==> src/include/fa_pkg.sv <==
// constants, register map and function codes for the fault alarm output block
package fa_pkg;
  // ----------------------------------------------------------------
  // timing
  // ----------------------------------------------------------------
  localparam int FA_CLK_MHZ = 200;
  localparam int FA_TICK_US = 10000;
  localparam int FA_CLEAR_MIN_US = 50000;
  localparam int FA_TICK_CYCLES = FA_TICK_US * FA_CLK_MHZ;
  localparam int FA_CLEAR_CYCLES = FA_CLEAR_MIN_US * FA_CLK_MHZ;
  // ----------------------------------------------------------------
  // register byte offsets
  // ----------------------------------------------------------------
  localparam logic [7:0] FA_A_OUTSEL = 8'h00;
  localparam logic [7:0] FA_A_MODES = 8'h04;
  localparam logic [7:0] FA_A_LAMP = 8'h08;
  localparam logic [7:0] FA_A_WINDOW = 8'h0C;
  localparam logic [7:0] FA_A_PCT = 8'h10;
  localparam logic [7:0] FA_A_CTRL = 8'h14;
  localparam logic [7:0] FA_A_TIME0 = 8'h18;
  localparam logic [7:0] FA_A_LIMIT0 = 8'h38;
  localparam logic [7:0] FA_A_STATUS = 8'h4C;
  // ----------------------------------------------------------------
  // fields and reset values
  // ----------------------------------------------------------------
  localparam int FA_SEL_W = 5;
  localparam int FA_TIME_W = 9;
  localparam int FA_V_W = 16;
  localparam int FA_NUM_TIMERS = 8;
  localparam int FA_NUM_COUNTS = 5;
  localparam int FA_CTRL_PANEL = 0;
  localparam int FA_CTRL_CNTCLR = 1;
  localparam int FA_CTRL_COMB = 2;
  localparam logic [8:0] FA_TIME_RST = 9'h00A;
  localparam logic [15:0] FA_LIMIT_RST = 16'h0001;
  localparam logic [23:0] FA_PCT_SCALE = 24'h00_0064;
  // alarm modes, two bits per timer in the mode register, none for the pulse slot
  localparam logic [1:0] FA_MODE_TIMED = 2'h0;
  localparam logic [1:0] FA_MODE_LATCH = 2'h1;
  localparam logic [1:0] FA_MODE_RVF = 2'h2;
  // timer slots: general, pinhole, metal, multi, gross, bare any, hole any, pulse
  localparam int FA_T_GEN = 0;
  localparam int FA_T_PULSE = 7;
  typedef enum logic [4:0] {
    FA_FN_OFF, FA_FN_COVER, FA_FN_MALF, FA_FN_LAMP, FA_FN_WINDOW,
    FA_FN_EL_PCT, FA_FN_ACT_PCT, FA_FN_PULSE, FA_FN_GEN_AL, FA_FN_PH_AL,
    FA_FN_MC_AL, FA_FN_MP_AL, FA_FN_GB_AL, FA_FN_GEN_LIM, FA_FN_PH_LIM,
    FA_FN_MC_LIM, FA_FN_MP_LIM, FA_FN_GB_LIM, FA_FN_COMB_LIM, FA_FN_BW_AL,
    FA_FN_HOLE_AL
  } fa_func_t;
endpackage

==> src/hdl/fa_top.sv <==
// fault alarm output functions with apb configuration
//
// Design decisions made here: the APB register port and the address map.
`timescale 1ns/1ps
module fa_top
  import fa_pkg::*;
#(
  parameter int TICK_CYCLES = FA_TICK_CYCLES,
  parameter int CLEAR_CYCLES = FA_CLEAR_CYCLES,
  parameter int CW = 16
) (
  input wire logic pclk,
  input wire logic presetn,
  input wire logic ce,
  input wire logic psel,
  input wire logic penable,
  input wire logic pwrite,
  input wire logic [7:0] paddr,
  input wire logic [31:0] pwdata,
  output logic [31:0] prdata,
  output logic pready,
  output logic pslverr,
  input wire logic hv_permit_input,
  input wire logic fault_clear_input,
  input wire logic cover_open_pin,
  input wire logic malfunction_in,
  input wire logic panel_reset,
  input wire logic fault_any,
  input wire logic fault_pinhole,
  input wire logic fault_metal,
  input wire logic fault_multi,
  input wire logic fault_gross,
  input wire logic [FA_V_W-1:0] actual_kv,
  input wire logic [FA_V_W-1:0] electrode_kv,
  input wire logic [FA_V_W-1:0] setpoint_kv,
  output logic [3:0] out_pins,
  output logic hv_enable
);
  // ----------------------------------------------------------------
  // registers
  // ----------------------------------------------------------------
  logic [4*FA_SEL_W-1:0] outsel_reg;
  logic [13:0] modes_reg;
  logic [31:0] lamp_reg_cfg;
  logic [31:0] window_cfg_reg;
  logic [15:0] pct_reg;
  logic comb_reg;
  logic [FA_TIME_W-1:0] time_reg [FA_NUM_TIMERS];
  logic [CW-1:0] limit_reg [FA_NUM_COUNTS];
  logic [CW-1:0] count_reg [FA_NUM_COUNTS];
  logic panel_clr_reg;
  logic cnt_clr_reg;
  logic wr_en;
  logic [31:0] rd_next;
  logic err_next;
  logic [5:0] widx;
  logic permit_lvl;
  logic clear_lvl;
  logic cover_lvl;
  logic [FA_NUM_TIMERS-1:0] act_q;
  logic rv_reg;

  assign wr_en = ce && psel && penable && pready && pwrite && !pslverr;
  assign widx = paddr[7:2];

  always_comb begin
    rd_next = '0;
    err_next = 1'b0;
    if (paddr[1:0] != 2'h0) begin
      err_next = 1'b1;
    end else if (paddr >= FA_A_TIME0 && paddr < FA_A_LIMIT0) begin
      rd_next[FA_TIME_W-1:0] = time_reg[3'(widx - FA_A_TIME0[7:2])];
    end else if (paddr >= FA_A_LIMIT0 && paddr < FA_A_STATUS) begin
      rd_next[CW-1:0] = limit_reg[3'(widx - FA_A_LIMIT0[7:2])];
    end else begin
      unique case (paddr)
        FA_A_OUTSEL: rd_next[4*FA_SEL_W-1:0] = outsel_reg;
        FA_A_MODES: rd_next[13:0] = modes_reg;
        FA_A_LAMP: rd_next = lamp_reg_cfg;
        FA_A_WINDOW: rd_next = window_cfg_reg;
        FA_A_PCT: rd_next[15:0] = pct_reg;
        FA_A_CTRL: rd_next[FA_CTRL_COMB] = comb_reg;
        // the pulse slot does not fit the status half word
        FA_A_STATUS: rd_next[15:0] = {act_q[6:0], rv_reg, hv_enable, out_pins,
                                      permit_lvl, clear_lvl, cover_lvl};
        default: err_next = 1'b1;
      endcase
    end
  end

  // two-cycle access: pready rises one edge into the access phase
  always_ff @(posedge pclk or negedge presetn) begin
    if (!presetn) begin
      pready <= 1'b0;
      prdata <= '0;
      pslverr <= 1'b0;
    end else if (ce) begin
      if (psel && penable && !pready) begin
        pready <= 1'b1;
        prdata <= rd_next;
        pslverr <= err_next;
      end else begin
        pready <= 1'b0;
        pslverr <= 1'b0;
      end
    end
  end

  always_ff @(posedge pclk or negedge presetn) begin
    if (!presetn) begin
      outsel_reg <= '0;
      modes_reg <= '0;
      lamp_reg_cfg <= '0;
      window_cfg_reg <= '0;
      pct_reg <= '0;
      comb_reg <= 1'b0;
      panel_clr_reg <= 1'b0;
      cnt_clr_reg <= 1'b0;
      for (int i = 0; i < FA_NUM_TIMERS; i++) begin
        time_reg[i] <= FA_TIME_RST;
      end
      for (int i = 0; i < FA_NUM_COUNTS; i++) begin
        limit_reg[i] <= CW'(FA_LIMIT_RST);
      end
    end else if (ce) begin
      panel_clr_reg <= wr_en && paddr == FA_A_CTRL && pwdata[FA_CTRL_PANEL];
      cnt_clr_reg <= wr_en && paddr == FA_A_CTRL && pwdata[FA_CTRL_CNTCLR];
      if (wr_en) begin
        if (paddr >= FA_A_TIME0 && paddr < FA_A_LIMIT0) begin
          time_reg[3'(widx - FA_A_TIME0[7:2])] <= pwdata[FA_TIME_W-1:0];
        end else if (paddr >= FA_A_LIMIT0 && paddr < FA_A_STATUS) begin
          limit_reg[3'(widx - FA_A_LIMIT0[7:2])] <= pwdata[CW-1:0];
        end
        unique case (paddr)
          FA_A_OUTSEL: outsel_reg <= pwdata[4*FA_SEL_W-1:0];
          FA_A_MODES: modes_reg <= pwdata[13:0];
          FA_A_LAMP: lamp_reg_cfg <= pwdata;
          FA_A_WINDOW: window_cfg_reg <= pwdata;
          FA_A_PCT: pct_reg <= pwdata[15:0];
          FA_A_CTRL: comb_reg <= pwdata[FA_CTRL_COMB];
          default: ;
        endcase
      end
    end
  end

  // ----------------------------------------------------------------
  // contact inputs
  // ----------------------------------------------------------------
  logic [2:0] permit_sync;
  logic [2:0] clear_sync;
  logic [2:0] cover_sync;
  logic [31:0] held_reg;
  logic pin_clr_reg;

  always_ff @(posedge pclk or negedge presetn) begin
    if (!presetn) begin
      permit_sync <= '0;
      clear_sync <= '0;
      cover_sync <= 3'h7;
      permit_lvl <= 1'b0;
      clear_lvl <= 1'b0;
      cover_lvl <= 1'b1;
    end else if (ce) begin
      permit_sync <= {permit_sync[1:0], hv_permit_input};
      clear_sync <= {clear_sync[1:0], fault_clear_input};
      cover_sync <= {cover_sync[1:0], cover_open_pin};
      // a level moves only once the second and third stages agree
      if (permit_sync[1] == permit_sync[2]) permit_lvl <= permit_sync[2];
      if (clear_sync[1] == clear_sync[2]) clear_lvl <= clear_sync[2];
      if (cover_sync[1] == cover_sync[2]) cover_lvl <= cover_sync[2];
    end
  end

  // one clear per closure, once it has stayed closed past the minimum
  always_ff @(posedge pclk or negedge presetn) begin
    if (!presetn) begin
      held_reg <= '0;
      pin_clr_reg <= 1'b0;
    end else if (ce) begin
      pin_clr_reg <= clear_lvl && held_reg == 32'(CLEAR_CYCLES);
      if (!clear_lvl) begin
        held_reg <= '0;
      end else if (held_reg <= 32'(CLEAR_CYCLES)) begin
        held_reg <= held_reg + 32'h0000_0001;
      end
    end
  end

  logic remote_clr;
  assign remote_clr = pin_clr_reg || panel_clr_reg || panel_reset;

  // ----------------------------------------------------------------
  // tick, counts and alarms
  // ----------------------------------------------------------------
  logic [31:0] tick_cnt_reg;
  logic tick;
  logic [FA_NUM_COUNTS-1:0] strobes;
  logic [FA_NUM_TIMERS-1:0] trig;
  logic [2*FA_NUM_TIMERS-1:0] modes_ext;

  // pulse slot has no mode field, so it reads as timed
  assign modes_ext = {2'h0, modes_reg};
  assign tick = tick_cnt_reg == 32'(TICK_CYCLES - 1);
  assign strobes = {fault_gross, fault_multi, fault_metal, fault_pinhole, fault_any};
  // typed alarms see only their own types
  assign trig = {fault_any, fault_pinhole || fault_multi, fault_metal || fault_gross,
                 fault_gross, fault_multi, fault_metal, fault_pinhole, fault_any};

  always_ff @(posedge pclk or negedge presetn) begin
    if (!presetn) begin
      tick_cnt_reg <= '0;
    end else if (ce) begin
      tick_cnt_reg <= tick ? '0 : tick_cnt_reg + 32'h0000_0001;
    end
  end

  // counts saturate rather than wrap so a limit stays reached
  always_ff @(posedge pclk or negedge presetn) begin
    if (!presetn) begin
      for (int i = 0; i < FA_NUM_COUNTS; i++) count_reg[i] <= '0;
    end else if (ce) begin
      for (int i = 0; i < FA_NUM_COUNTS; i++) begin
        if (strobes[i] && count_reg[i] != '1) begin
          count_reg[i] <= count_reg[i] + CW'(1);
        end else if (cnt_clr_reg) begin
          count_reg[i] <= '0;
        end
      end
    end
  end

  for (genvar g = 0; g < FA_NUM_TIMERS; g++) begin : g_alarm
    fa_alarm #(.TW(FA_TIME_W)) u_alarm (
      .pclk(pclk),
      .presetn(presetn),
      .ce(ce),
      .tick(tick),
      .trig(trig[g]),
      .latch_mode(modes_ext[2*g+:2] != FA_MODE_TIMED),
      .hold_time(time_reg[g]),
      .clear(remote_clr),
      .active(act_q[g])
    );
  end

  always_ff @(posedge pclk or negedge presetn) begin
    if (!presetn) begin
      rv_reg <= 1'b0;
    end else if (ce) begin
      if (fault_any && modes_reg[2*FA_T_GEN+:2] == FA_MODE_RVF) begin
        rv_reg <= 1'b1;
      end else if (remote_clr) begin
        rv_reg <= 1'b0;
      end
    end
  end

  // ----------------------------------------------------------------
  // voltage monitors
  // ----------------------------------------------------------------
  logic lamp_q;
  logic win_q;
  logic el_q;
  logic act_pct_q;

  function automatic logic in_band(input logic [15:0] v, input logic [15:0] sp,
                                   input logic [7:0] pct);
    logic [15:0] d;
    d = v > sp ? v - sp : sp - v;
    return 24'(d) * FA_PCT_SCALE <= 24'(sp) * 24'(pct);
  endfunction

  always_ff @(posedge pclk or negedge presetn) begin
    if (!presetn) begin
      lamp_q <= 1'b0;
      win_q <= 1'b0;
      el_q <= 1'b0;
      act_pct_q <= 1'b0;
    end else if (ce) begin
      if (actual_kv >= lamp_reg_cfg[15:0]) begin
        lamp_q <= 1'b1;
      end else if (actual_kv <= lamp_reg_cfg[31:16]) begin
        lamp_q <= 1'b0;
      end
      win_q <= actual_kv >= window_cfg_reg[15:0] && actual_kv <= window_cfg_reg[31:16];
      el_q <= in_band(electrode_kv, setpoint_kv, pct_reg[7:0]);
      act_pct_q <= in_band(actual_kv, setpoint_kv, pct_reg[15:8]);
    end
  end

  // ----------------------------------------------------------------
  // output selection
  // ----------------------------------------------------------------
  logic [FA_NUM_COUNTS-1:0] at_lim;
  logic comb_hit;

  always_comb begin
    for (int i = 0; i < FA_NUM_COUNTS; i++) begin
      at_lim[i] = count_reg[i] >= limit_reg[i];
    end
  end
  assign comb_hit = comb_reg ? (at_lim[2] || at_lim[4]) : (at_lim[1] || at_lim[3]);

  function automatic logic pick(input fa_func_t f, input logic [7:0] a,
                                input logic [4:0] lim, input logic [6:0] mon);
    logic r;
    r = 1'b0;
    unique case (f)
      FA_FN_OFF: r = 1'b0;
      FA_FN_COVER: r = mon[0];
      FA_FN_MALF: r = mon[1];
      FA_FN_LAMP: r = mon[2];
      FA_FN_WINDOW: r = mon[3];
      FA_FN_EL_PCT: r = mon[4];
      FA_FN_ACT_PCT: r = mon[5];
      FA_FN_PULSE: r = a[FA_T_PULSE];
      FA_FN_GEN_AL: r = a[0];
      FA_FN_PH_AL: r = a[1];
      FA_FN_MC_AL: r = a[2];
      FA_FN_MP_AL: r = a[3];
      FA_FN_GB_AL: r = a[4];
      FA_FN_GEN_LIM: r = lim[0];
      FA_FN_PH_LIM: r = lim[1];
      FA_FN_MC_LIM: r = lim[2];
      FA_FN_MP_LIM: r = lim[3];
      FA_FN_GB_LIM: r = lim[4];
      FA_FN_COMB_LIM: r = mon[6];
      FA_FN_BW_AL: r = a[5];
      FA_FN_HOLE_AL: r = a[6];
      default: r = 1'b0;
    endcase
    return r;
  endfunction

  logic [6:0] mon;
  assign mon = {comb_hit, act_pct_q, el_q, win_q, lamp_q, malfunction_in, cover_lvl};

  always_ff @(posedge pclk or negedge presetn) begin
    if (!presetn) begin
      out_pins <= '0;
      hv_enable <= 1'b0;
    end else if (ce) begin
      for (int i = 0; i < 4; i++) begin
        out_pins[i] <= pick(fa_func_t'(outsel_reg[FA_SEL_W*i+:FA_SEL_W]), act_q, at_lim,
                            mon);
      end
      hv_enable <= permit_lvl && !cover_lvl && !rv_reg;
    end
  end

  // ----------------------------------------------------------------
  // checks
  // ----------------------------------------------------------------
  AST_OFF_QUIET: assert property (@(posedge pclk) disable iff (!presetn)
    (ce && outsel_reg[FA_SEL_W-1:0] == FA_FN_OFF) |=> !out_pins[0])
    else $error("disabled output moved");
  AST_HV_PERMIT: assert property (@(posedge pclk) disable iff (!presetn)
    (ce && (!permit_lvl || cover_lvl)) |=> !hv_enable)
    else $error("high voltage without permit");
  AST_RVF_CUTS: assert property (@(posedge pclk) disable iff (!presetn)
    (ce && rv_reg) |=> !hv_enable) else $error("voltage kept after fault");
  AST_LAMP_ON: assert property (@(posedge pclk) disable iff (!presetn)
    (ce && actual_kv >= lamp_reg_cfg[15:0]) |=> lamp_q) else $error("lamp not on");
  AST_LAMP_HOLD: assert property (@(posedge pclk) disable iff (!presetn)
    (ce && actual_kv < lamp_reg_cfg[15:0] && actual_kv > lamp_reg_cfg[31:16])
    |=> lamp_q == $past(lamp_q)) else $error("lamp moved in band");
  AST_LIMIT_OUT: assert property (@(posedge pclk) disable iff (!presetn)
    (ce && outsel_reg[FA_SEL_W-1:0] == FA_FN_GEN_LIM && at_lim[0]) |=> out_pins[0])
    else $error("limit output missing");
  AST_PIN_CLEAR: assert property (@(posedge pclk) disable iff (!presetn)
    (ce && pin_clr_reg) |-> $past(clear_lvl, 2)) else $error("clear without hold");
  AST_RV_CLEAR: assert property (@(posedge pclk) disable iff (!presetn)
    (ce && remote_clr && !fault_any) |=> !rv_reg)
    else $error("voltage removal survived reset");
endmodule

==> src/hdl/fa_alarm.sv <==
// one fault alarm: timed hold or latch, cleared by a remote reset
`timescale 1ns/1ps
module fa_alarm
  import fa_pkg::*;
#(
  parameter int TW = FA_TIME_W
) (
  input wire logic pclk,
  input wire logic presetn,
  input wire logic ce,
  input wire logic tick,
  input wire logic trig,
  input wire logic latch_mode,
  input wire logic [TW-1:0] hold_time,
  input wire logic clear,
  output logic active
);
  logic [TW-1:0] left_reg;

  // ----------------------------------------------------------------
  // hold and latch
  // ----------------------------------------------------------------
  // a fault in the clear cycle wins, so no event is lost
  always_ff @(posedge pclk or negedge presetn) begin
    if (!presetn) begin
      active <= 1'b0;
      left_reg <= '0;
    end else if (ce) begin
      if (trig) begin
        active <= 1'b1;
        left_reg <= hold_time;
      end else if (clear) begin
        active <= 1'b0;
      end else if (active && !latch_mode && tick) begin
        // timed mode counts 10 ms ticks; first tick may come early
        if (left_reg <= TW'(1)) begin
          active <= 1'b0;
        end
        left_reg <= left_reg - TW'(1);
      end
    end
  end

  AST_TRIG_SETS: assert property (@(posedge pclk) disable iff (!presetn)
    (ce && trig) |=> active) else $error("alarm not set by fault");
  AST_LATCH_HOLDS: assert property (@(posedge pclk) disable iff (!presetn)
    (ce && active && latch_mode && !clear) |=> active)
    else $error("latched alarm dropped");
  AST_CLEAR_DROPS: assert property (@(posedge pclk) disable iff (!presetn)
    (ce && clear && !trig) |=> !active)
    else $error("alarm survived clear");
endmodule

==> config.mk <==
export PLATFORM = sky130hd
export DESIGN_NAME = fa_top
export DESIGN_NICKNAME = d
export VERILOG_FILES = /design/src/include/fa_pkg.sv /design/src/hdl/fa_top.sv /design/src/hdl/fa_alarm.sv
export SDC_FILE = /design/constraint.sdc
export NUM_CORES = 2
export LEC_CHECK = 0
export BUFFER_PORTS_ARGS = -buffer_cell sky130_fd_sc_hd__buf_2
export CAP_MARGIN = 10
export CORE_ASPECT_RATIO = 0.7
export CORE_MARGIN = 2
export CORE_UTILIZATION = 41
export CTS_CLUSTER_DIAMETER = 150
export CTS_CLUSTER_SIZE = 25
export DETAILED_ROUTE_END_ITERATION = 10
export MAX_ROUTING_LAYER = met4
export SETUP_SLACK_MARGIN = 0.5
export SYNTH_ARGS = -nofsm -noshare
export SYNTH_HDL_FRONTEND = slang
export SYNTH_HIERARCHICAL = 1
export SYNTH_SLANG_ARGS = --single-unit
==> constraint.sdc <==
create_clock -name pclk -period 10.5 [get_ports pclk]
set_input_delay 1.575 -clock pclk [delete_from_list [all_inputs] [get_ports pclk]]
set_output_delay 1.575 -clock pclk [all_outputs]
set_load 0.1 [all_outputs]
Yosys cells after proc, flatten, opt, wreduce, memory -nomap -nowiden
Index checks and enable logic that the tools add are counted.
Storage, ports and cells
  flip-flop bits (word level): 550
  latch bits: 0
  RAM bits: 0
  bits in read-only memories: 0
  input port bits: 104
  word-level logic and storage cells: 462
  memories kept: 0
Cells by class
  add/sub/neg operators: 21
  multiply operators: 4
  div/mod/pow operators: 0
  $lt $le $gt $ge: 30
  eq/ne operators: 105
  shift operators: 0
  mux-type cells: 105
  bitwise gates (word level): 3
  reduce and logical (&&, ||, !) cells: 133
Operators with widths (count)
  $mux 9: 28
  $mux 16: 13
  $eq 5x4->1 const B: 32
  $mux 32: 4
  $ge 16x16->1: 7
  $eq 5x5->1 const B: 20
  $add 16x1->16 const B: 5
  $bwmux 80: 1
  $eq 5x3->1 const B: 16
  $ne 16x16->1 const B: 5
  $pmux 1 s20: 4
  $bwmux 72: 1
  $le 9x1->1 const B: 8
  $sub 9x1->9 const B: 8
  $reduce_and 3->1: 23
  $pmux 11 s6: 1
  $add 32x1->32 const B: 2
  $sub 16x16->16: 4
  $bmux 16 s3: 1
  $demux 16 s3: 1
  $le 23x24->1: 2
  $mul 16x8->24: 2
  $reduce_bool 3->1: 16
  $reduce_bool 2->1: 23
  other kinds (41): 174

Depth between registers and ports, before layout
  depth in word-level cells: 8
  mapped depth: 39
  depth with buffers taken out: 37

By module
The synthesis kept the hierarchy.
By module, submodules not included
  fa_top: times used 1, cells each 4321, area each 41088.2 sq um, sequential area each 11792.6 sq um
  fa_alarm: times used 8, cells each 81, area each 714.4 sq um, sequential area each 250.2 sq um

Worst setup path before layout
Ideal clock, no wire load.
  path kind: input-to-reg
  start point: input setpoint_kv[13]
  end point: register act_pct_q
  arrival: 8.555 ns
  setup slack: 1.879 ns
  stages: 39
  path buffers: 4
  path through: clkbuf_1 > clkbuf_1 > inv_1 > ha_1 > a21o_1 > a21o_1 > a21oi_1 > o21ai_1 > o21ai_4 > buf_4 > buf_6 > nor2_1 > a31o_2 > xnor2_1 > ha_1 > ha_1 > inv_1 > fa_1 > [... 3 more ...] > a21oi_1 > o21ai_0 > a31o_2 > nand4_1 > a31oi_1 > a211o_1 > a21oi_1 > xnor2_1 > ha_1 > nand4_1 > or2_2 > nor2_1 > nand4_1 > or3b_1 > o21ai_0 > a21oi_1 > a211oi_1 > o32a_1
Between the ends
  longest elaborated chain between the ends: 4
  elaborated cells on any way between the ends: 7
  those cells by class: add/sub: 2; mul: 2; order compare: 2; mux: 1
Ends and longest elaborated chain
  from (decl): RTL line fa_top.sv:35  | input wire logic [FA_V_W-1:0] setpoint_kv,
  $sub 16x16->16 or $gt 16x16->1 (tied branches): RTL line fa_top.sv:270  | d = v > sp ? v - sp : sp - v;
  $mux 16: RTL line fa_top.sv:270
  $mul 16x5->21: RTL line fa_top.sv:271  | return 24'(d) * FA_PCT_SCALE <= 24'(sp) * 24'(pct);
  $le 23x24->1 *: RTL line fa_top.sv:271
  to (signal assigned): RTL line fa_top.sv:288  | act_pct_q <= in_band(actual_kv, setpoint_kv, pct_reg[15:8]);
  to (decl): RTL line fa_top.sv:265  | logic act_pct_q;
Mark *: on every way between the ends. The rest lies on a longest branch, timed or not.
A chain may end at the register's enable or synchronous reset.

Worst setup path in the final report
  start point: input setpoint_kv[0]
  end point: register act_pct_q
The elaborated chain is that of the path after synthesis.

==> impl_summary.txt <==
----------------------------------------------------
[Floorplanning]
  Die outline area ... 0.1169 sq mm
  I/O pin count ... 143
  Vert. Die Dim ... 286.7 um
  Starting density of the core ... 41.41%
  Core Footprint ... 0.1130 sq mm
  Total number of placement rows ... 103
  Die width ... 407.8 um

[Yosys]
  Yosys reg bits ... 550
  Share of synthesized area occupied by flip-flops and latches ... 29.47%
  Most frequent cell after synthesis ... inv_1
  Cell type with the largest total area after synthesis ... dfrtp_1
  Synth area leaders ... dfrtp_1, ha_1, fa_1
  Prevailing post-synth register cell ... dfrtp_1
  Post-synthesis async set-or-reset flop share ... 100.0%
  Number of flops mapped to enable cells by yosys ... 0
  Yosys synthesis warning count ... 6
  Post-synthesis cell type count ... 108
  Most used standard cells in the synthesized netlist ... inv_1, dfrtp_1, ha_1
  Post-synth design cell area ... 0.04680 sq mm
  Average cell area after synthesis ... 9.419 sq um
  Cells after Synth ... 4,969
  Portion of synthesized cell area occupied by the leading cell type ... 28.07%

[CTS]
  Hold buffer count at cts ... 0
  Clock slew seen by the registers of the worst setup and hold paths ... 120 ps
  Clock tree from TritonCTS ... done
  Cts repair resizes ... 0
  Clock buffers created by TritonCTS ... 25
  Post-CTS repair timing setup buffer count ... 0
  Number of sinks driven by the clock tree ... 550
  H-tree depth ... 1
  Buffer depth of the longest clock path ... 3
  Clock tree root buffer cell ... clkbuf_16
  Clock network latency to the later pin of the worst-skew pair ... 650 ps

[Setup path]
  Largest incremental delay on the critical path ... 500 ps
  Worst r2r src ... pct_reg[15]$_DFFE_PN0P_
  Class of the most critical setup path ... in2reg
  Required time worst endpoint ... 11,090 ps
  Setup slack of the worst register-to-register path ... 3210 ps
  R2R cell count ... 26
  Worst-path fanout max ... 19
  Data arrival, critical path ... 9410 ps
  Kind of start point of the critical path ... input port
  Launching instance or port of the critical path ... setpoint_kv[0]
  CP max stage cell ... fa_1
  Critical R2R Capture ... act_pct_q$_DFFE_PN0P_
  CP Capture Type ... flop

[Global routing]
  Maximum number of pins on one net before global-route repair ... 164
  Total global-route track usage ... 23.89%
  Total gr overflow ... 0
  Initial antenna violation count ... 8
  Vias in the first global route ... 34,957
  Wire length of the first global-routing pass ... 214.3 mm

[Timing]
  Setup repair after global routing missed its margin ... false
  Final period util ... 84.04%
  Transition time at the pin with the least slew margin ... 1235 ps
  Number of max-slew violations in the final report ... 0
  Post-layout worst setup margin ... 1676 ps
  Number of setup violations in the final report ... 0
  Worst slew margin relative to its limit ... 17.70%
  Number of hold-slack violations in the final timing report ... 0
  F_max ... 0.1133 GHz
  Setup clock skew after layout ... 41.22 ps
  Setup tns final ... 0 ps
  Post-layout minimum cycle time ... 8824 ps

[Outcome]
  Run status ... finished, final reports clean

[Cells and area]
  Final Instance Area ... 0.04957 sq mm
  Utilization of the core after routing ... 43.86%
  Share of layout cells above drive strength 1 ... 12.85%
  Area delta synth->final ... 5.913%
  Nets@finish ... 5,731
  Final instance count without filler cells ... 6,517

[Placement]
  Pre-CTS WS ... 1085 ps
  Placed Cells incl. Taps ... 6,466
  Port-buffer cells ... 142
  Instance area after placement ... 0.04885 sq mm
  DPL Wire Length ... 103.7 mm
  GPL Wtd Cong ... 0.9455

[Hold path]
  Startpoint of the most critical hold path ... tick_cnt_reg[4]$_DFFE_PN0P_
  Hold depth ... 1
  Worst hold-check path type ... reg2reg
  End point of the worst hold path ... tick_cnt_reg[4]$_DFFE_PN0P_

[Drt]
  Wire length per cell ... 21.07 um
  DRC Markers ... 0
  Iter 0 DRT Violations ... 3,708
  Post-DRT Antenna Nets ... 0
  Wire length reported by the detailed router ... 137.3 mm
  Number of detailed-route iterations in the first pass ... 6
  Vias after detailed routing ... 36,573
  Ratio of routed vias to standard cells ... 5.612

[Run]
  Number of max-cap violations ... 0

[Power]
  Worst ir drop on vdd ... 0.1802 mV
  Total power density per cell area ... 145.6 mW/mm^2
  Leakage dissipation ... 23.66 nW

----------------------------------------------------
==> how the worst max path moves through the flow <==
stage                                       end  cells after the start  slack, ps
after floorplan           act_pct_q$_DFFE_PN0P_                     39       1880
after global placement    act_pct_q$_DFFE_PN0P_                     38       1090
after detailed placement  act_pct_q$_DFFE_PN0P_                     38       1080
after CTS                 act_pct_q$_DFFE_PN0P_                     38       1740
after global routing      act_pct_q$_DFFE_PN0P_                     35       1010
final                     act_pct_q$_DFFE_PN0P_                     37       1680
==> critical path: cells and delay by family <==
| kind | cells | cell delay [ps] |
|---|---|---|
| simple gates | 7 | 1220 |
| xor+xnor | 2 | 390 |
| compound gates | 17 | 3360 |
| fa+ha+maj | 7 | 2350 |
| buf+inv | 4 | 490 |
==> per-layer routing <==
layer	wire length (um)	share of wire (%)	GRT usage [%]	vias to the layer above
li1	-	-	-	17237
met1	71330	52	38.04	18109
met2	53370	39	31.38	1108
met3	10120	7.4	3.810	119
met4	2474	1.8	4.028	0
met5	0	0	-	-
==> report_power, final <==
group / internal, mW / leakage (nW) / switching (mW) / total [mW]
logic: 1.60 / 15.9 / 2.05 / 3.65
registers: 2.21 / 7.43 / 0.161 / 2.37
clock network: 0.460 / 0.336 / 0.734 / 1.19
total: 4.27 / 23.7 / 2.94 / 7.22
==> kinds of logic after synthesis <==
family	after synthesis	share of synthesized area (%)
other	1	0.008012
adders and majority gates	656	20.65
muxes	393	9.744
buffers and inverters	758	6.290
AOI/OAI and AO/OA	916	12.87
xor gates and xnor gates	200	3.791
DFF	550	29.47
and+or+nand+nor	1495	17.17
==> placed cells by master (no fill, tap or decap), types with 34 or more instances in the layout <==
cell / netlist / layout
nand3_1: 128 / 128
and3_1: 48 / 48
mux2_2: 266 / 266
dfrtp_1: 525 / 525
nor2b_1: 60 / 59
a31oi_1: 34 / 34
ha_1: 462 / 462
a22o_1: 42 / 42
xor2_1: 93 / 93
o21ai_0: 175 / 175
nand2_1: 377 / 377
o21ai_1: 36 / 36
a21oi_1: 205 / 205
a21o_1: 113 / 113
a22oi_1: 48 / 48
nor2_1: 277 / 277
fa_1: 194 / 194
inv_1: 559 / 559
buf_2: 34 / 140
o22ai_1: 50 / 50
mux2i_1: 80 / 80
nand2b_1: 62 / 61
xnor2_1: 104 / 104
nor3_1: 54 / 53
nand4_1: 93 / 93
or3_1: 48 / 48
and2_1: 152 / 152
==> area by class of cell <==
cell class,count,area [sq um]
Antenna cell,5,12.51
Clock buffer,45,700.7
Clock inverter,1,8.758
Fill cell,11015,63450
Inverter,561,2106
Multi-Input combinational cell,3662,30090
Sequential cell,550,13790
Tap cell,1522,1904
Timing Repair Buffer,171,959.7
==> stage by stage <==
step | hold WS, ps | power [mW]
floorplan | 437.7 | 5.139
CTS | 481.0 | 7.255
finish | 478.3 | 7.218
global placement | 463.3 | 5.998
detailed placement | 462.5 | 6.033
global route | 511.8 | 7.922
No activity file was read; power rests on OpenSTA's default activity.
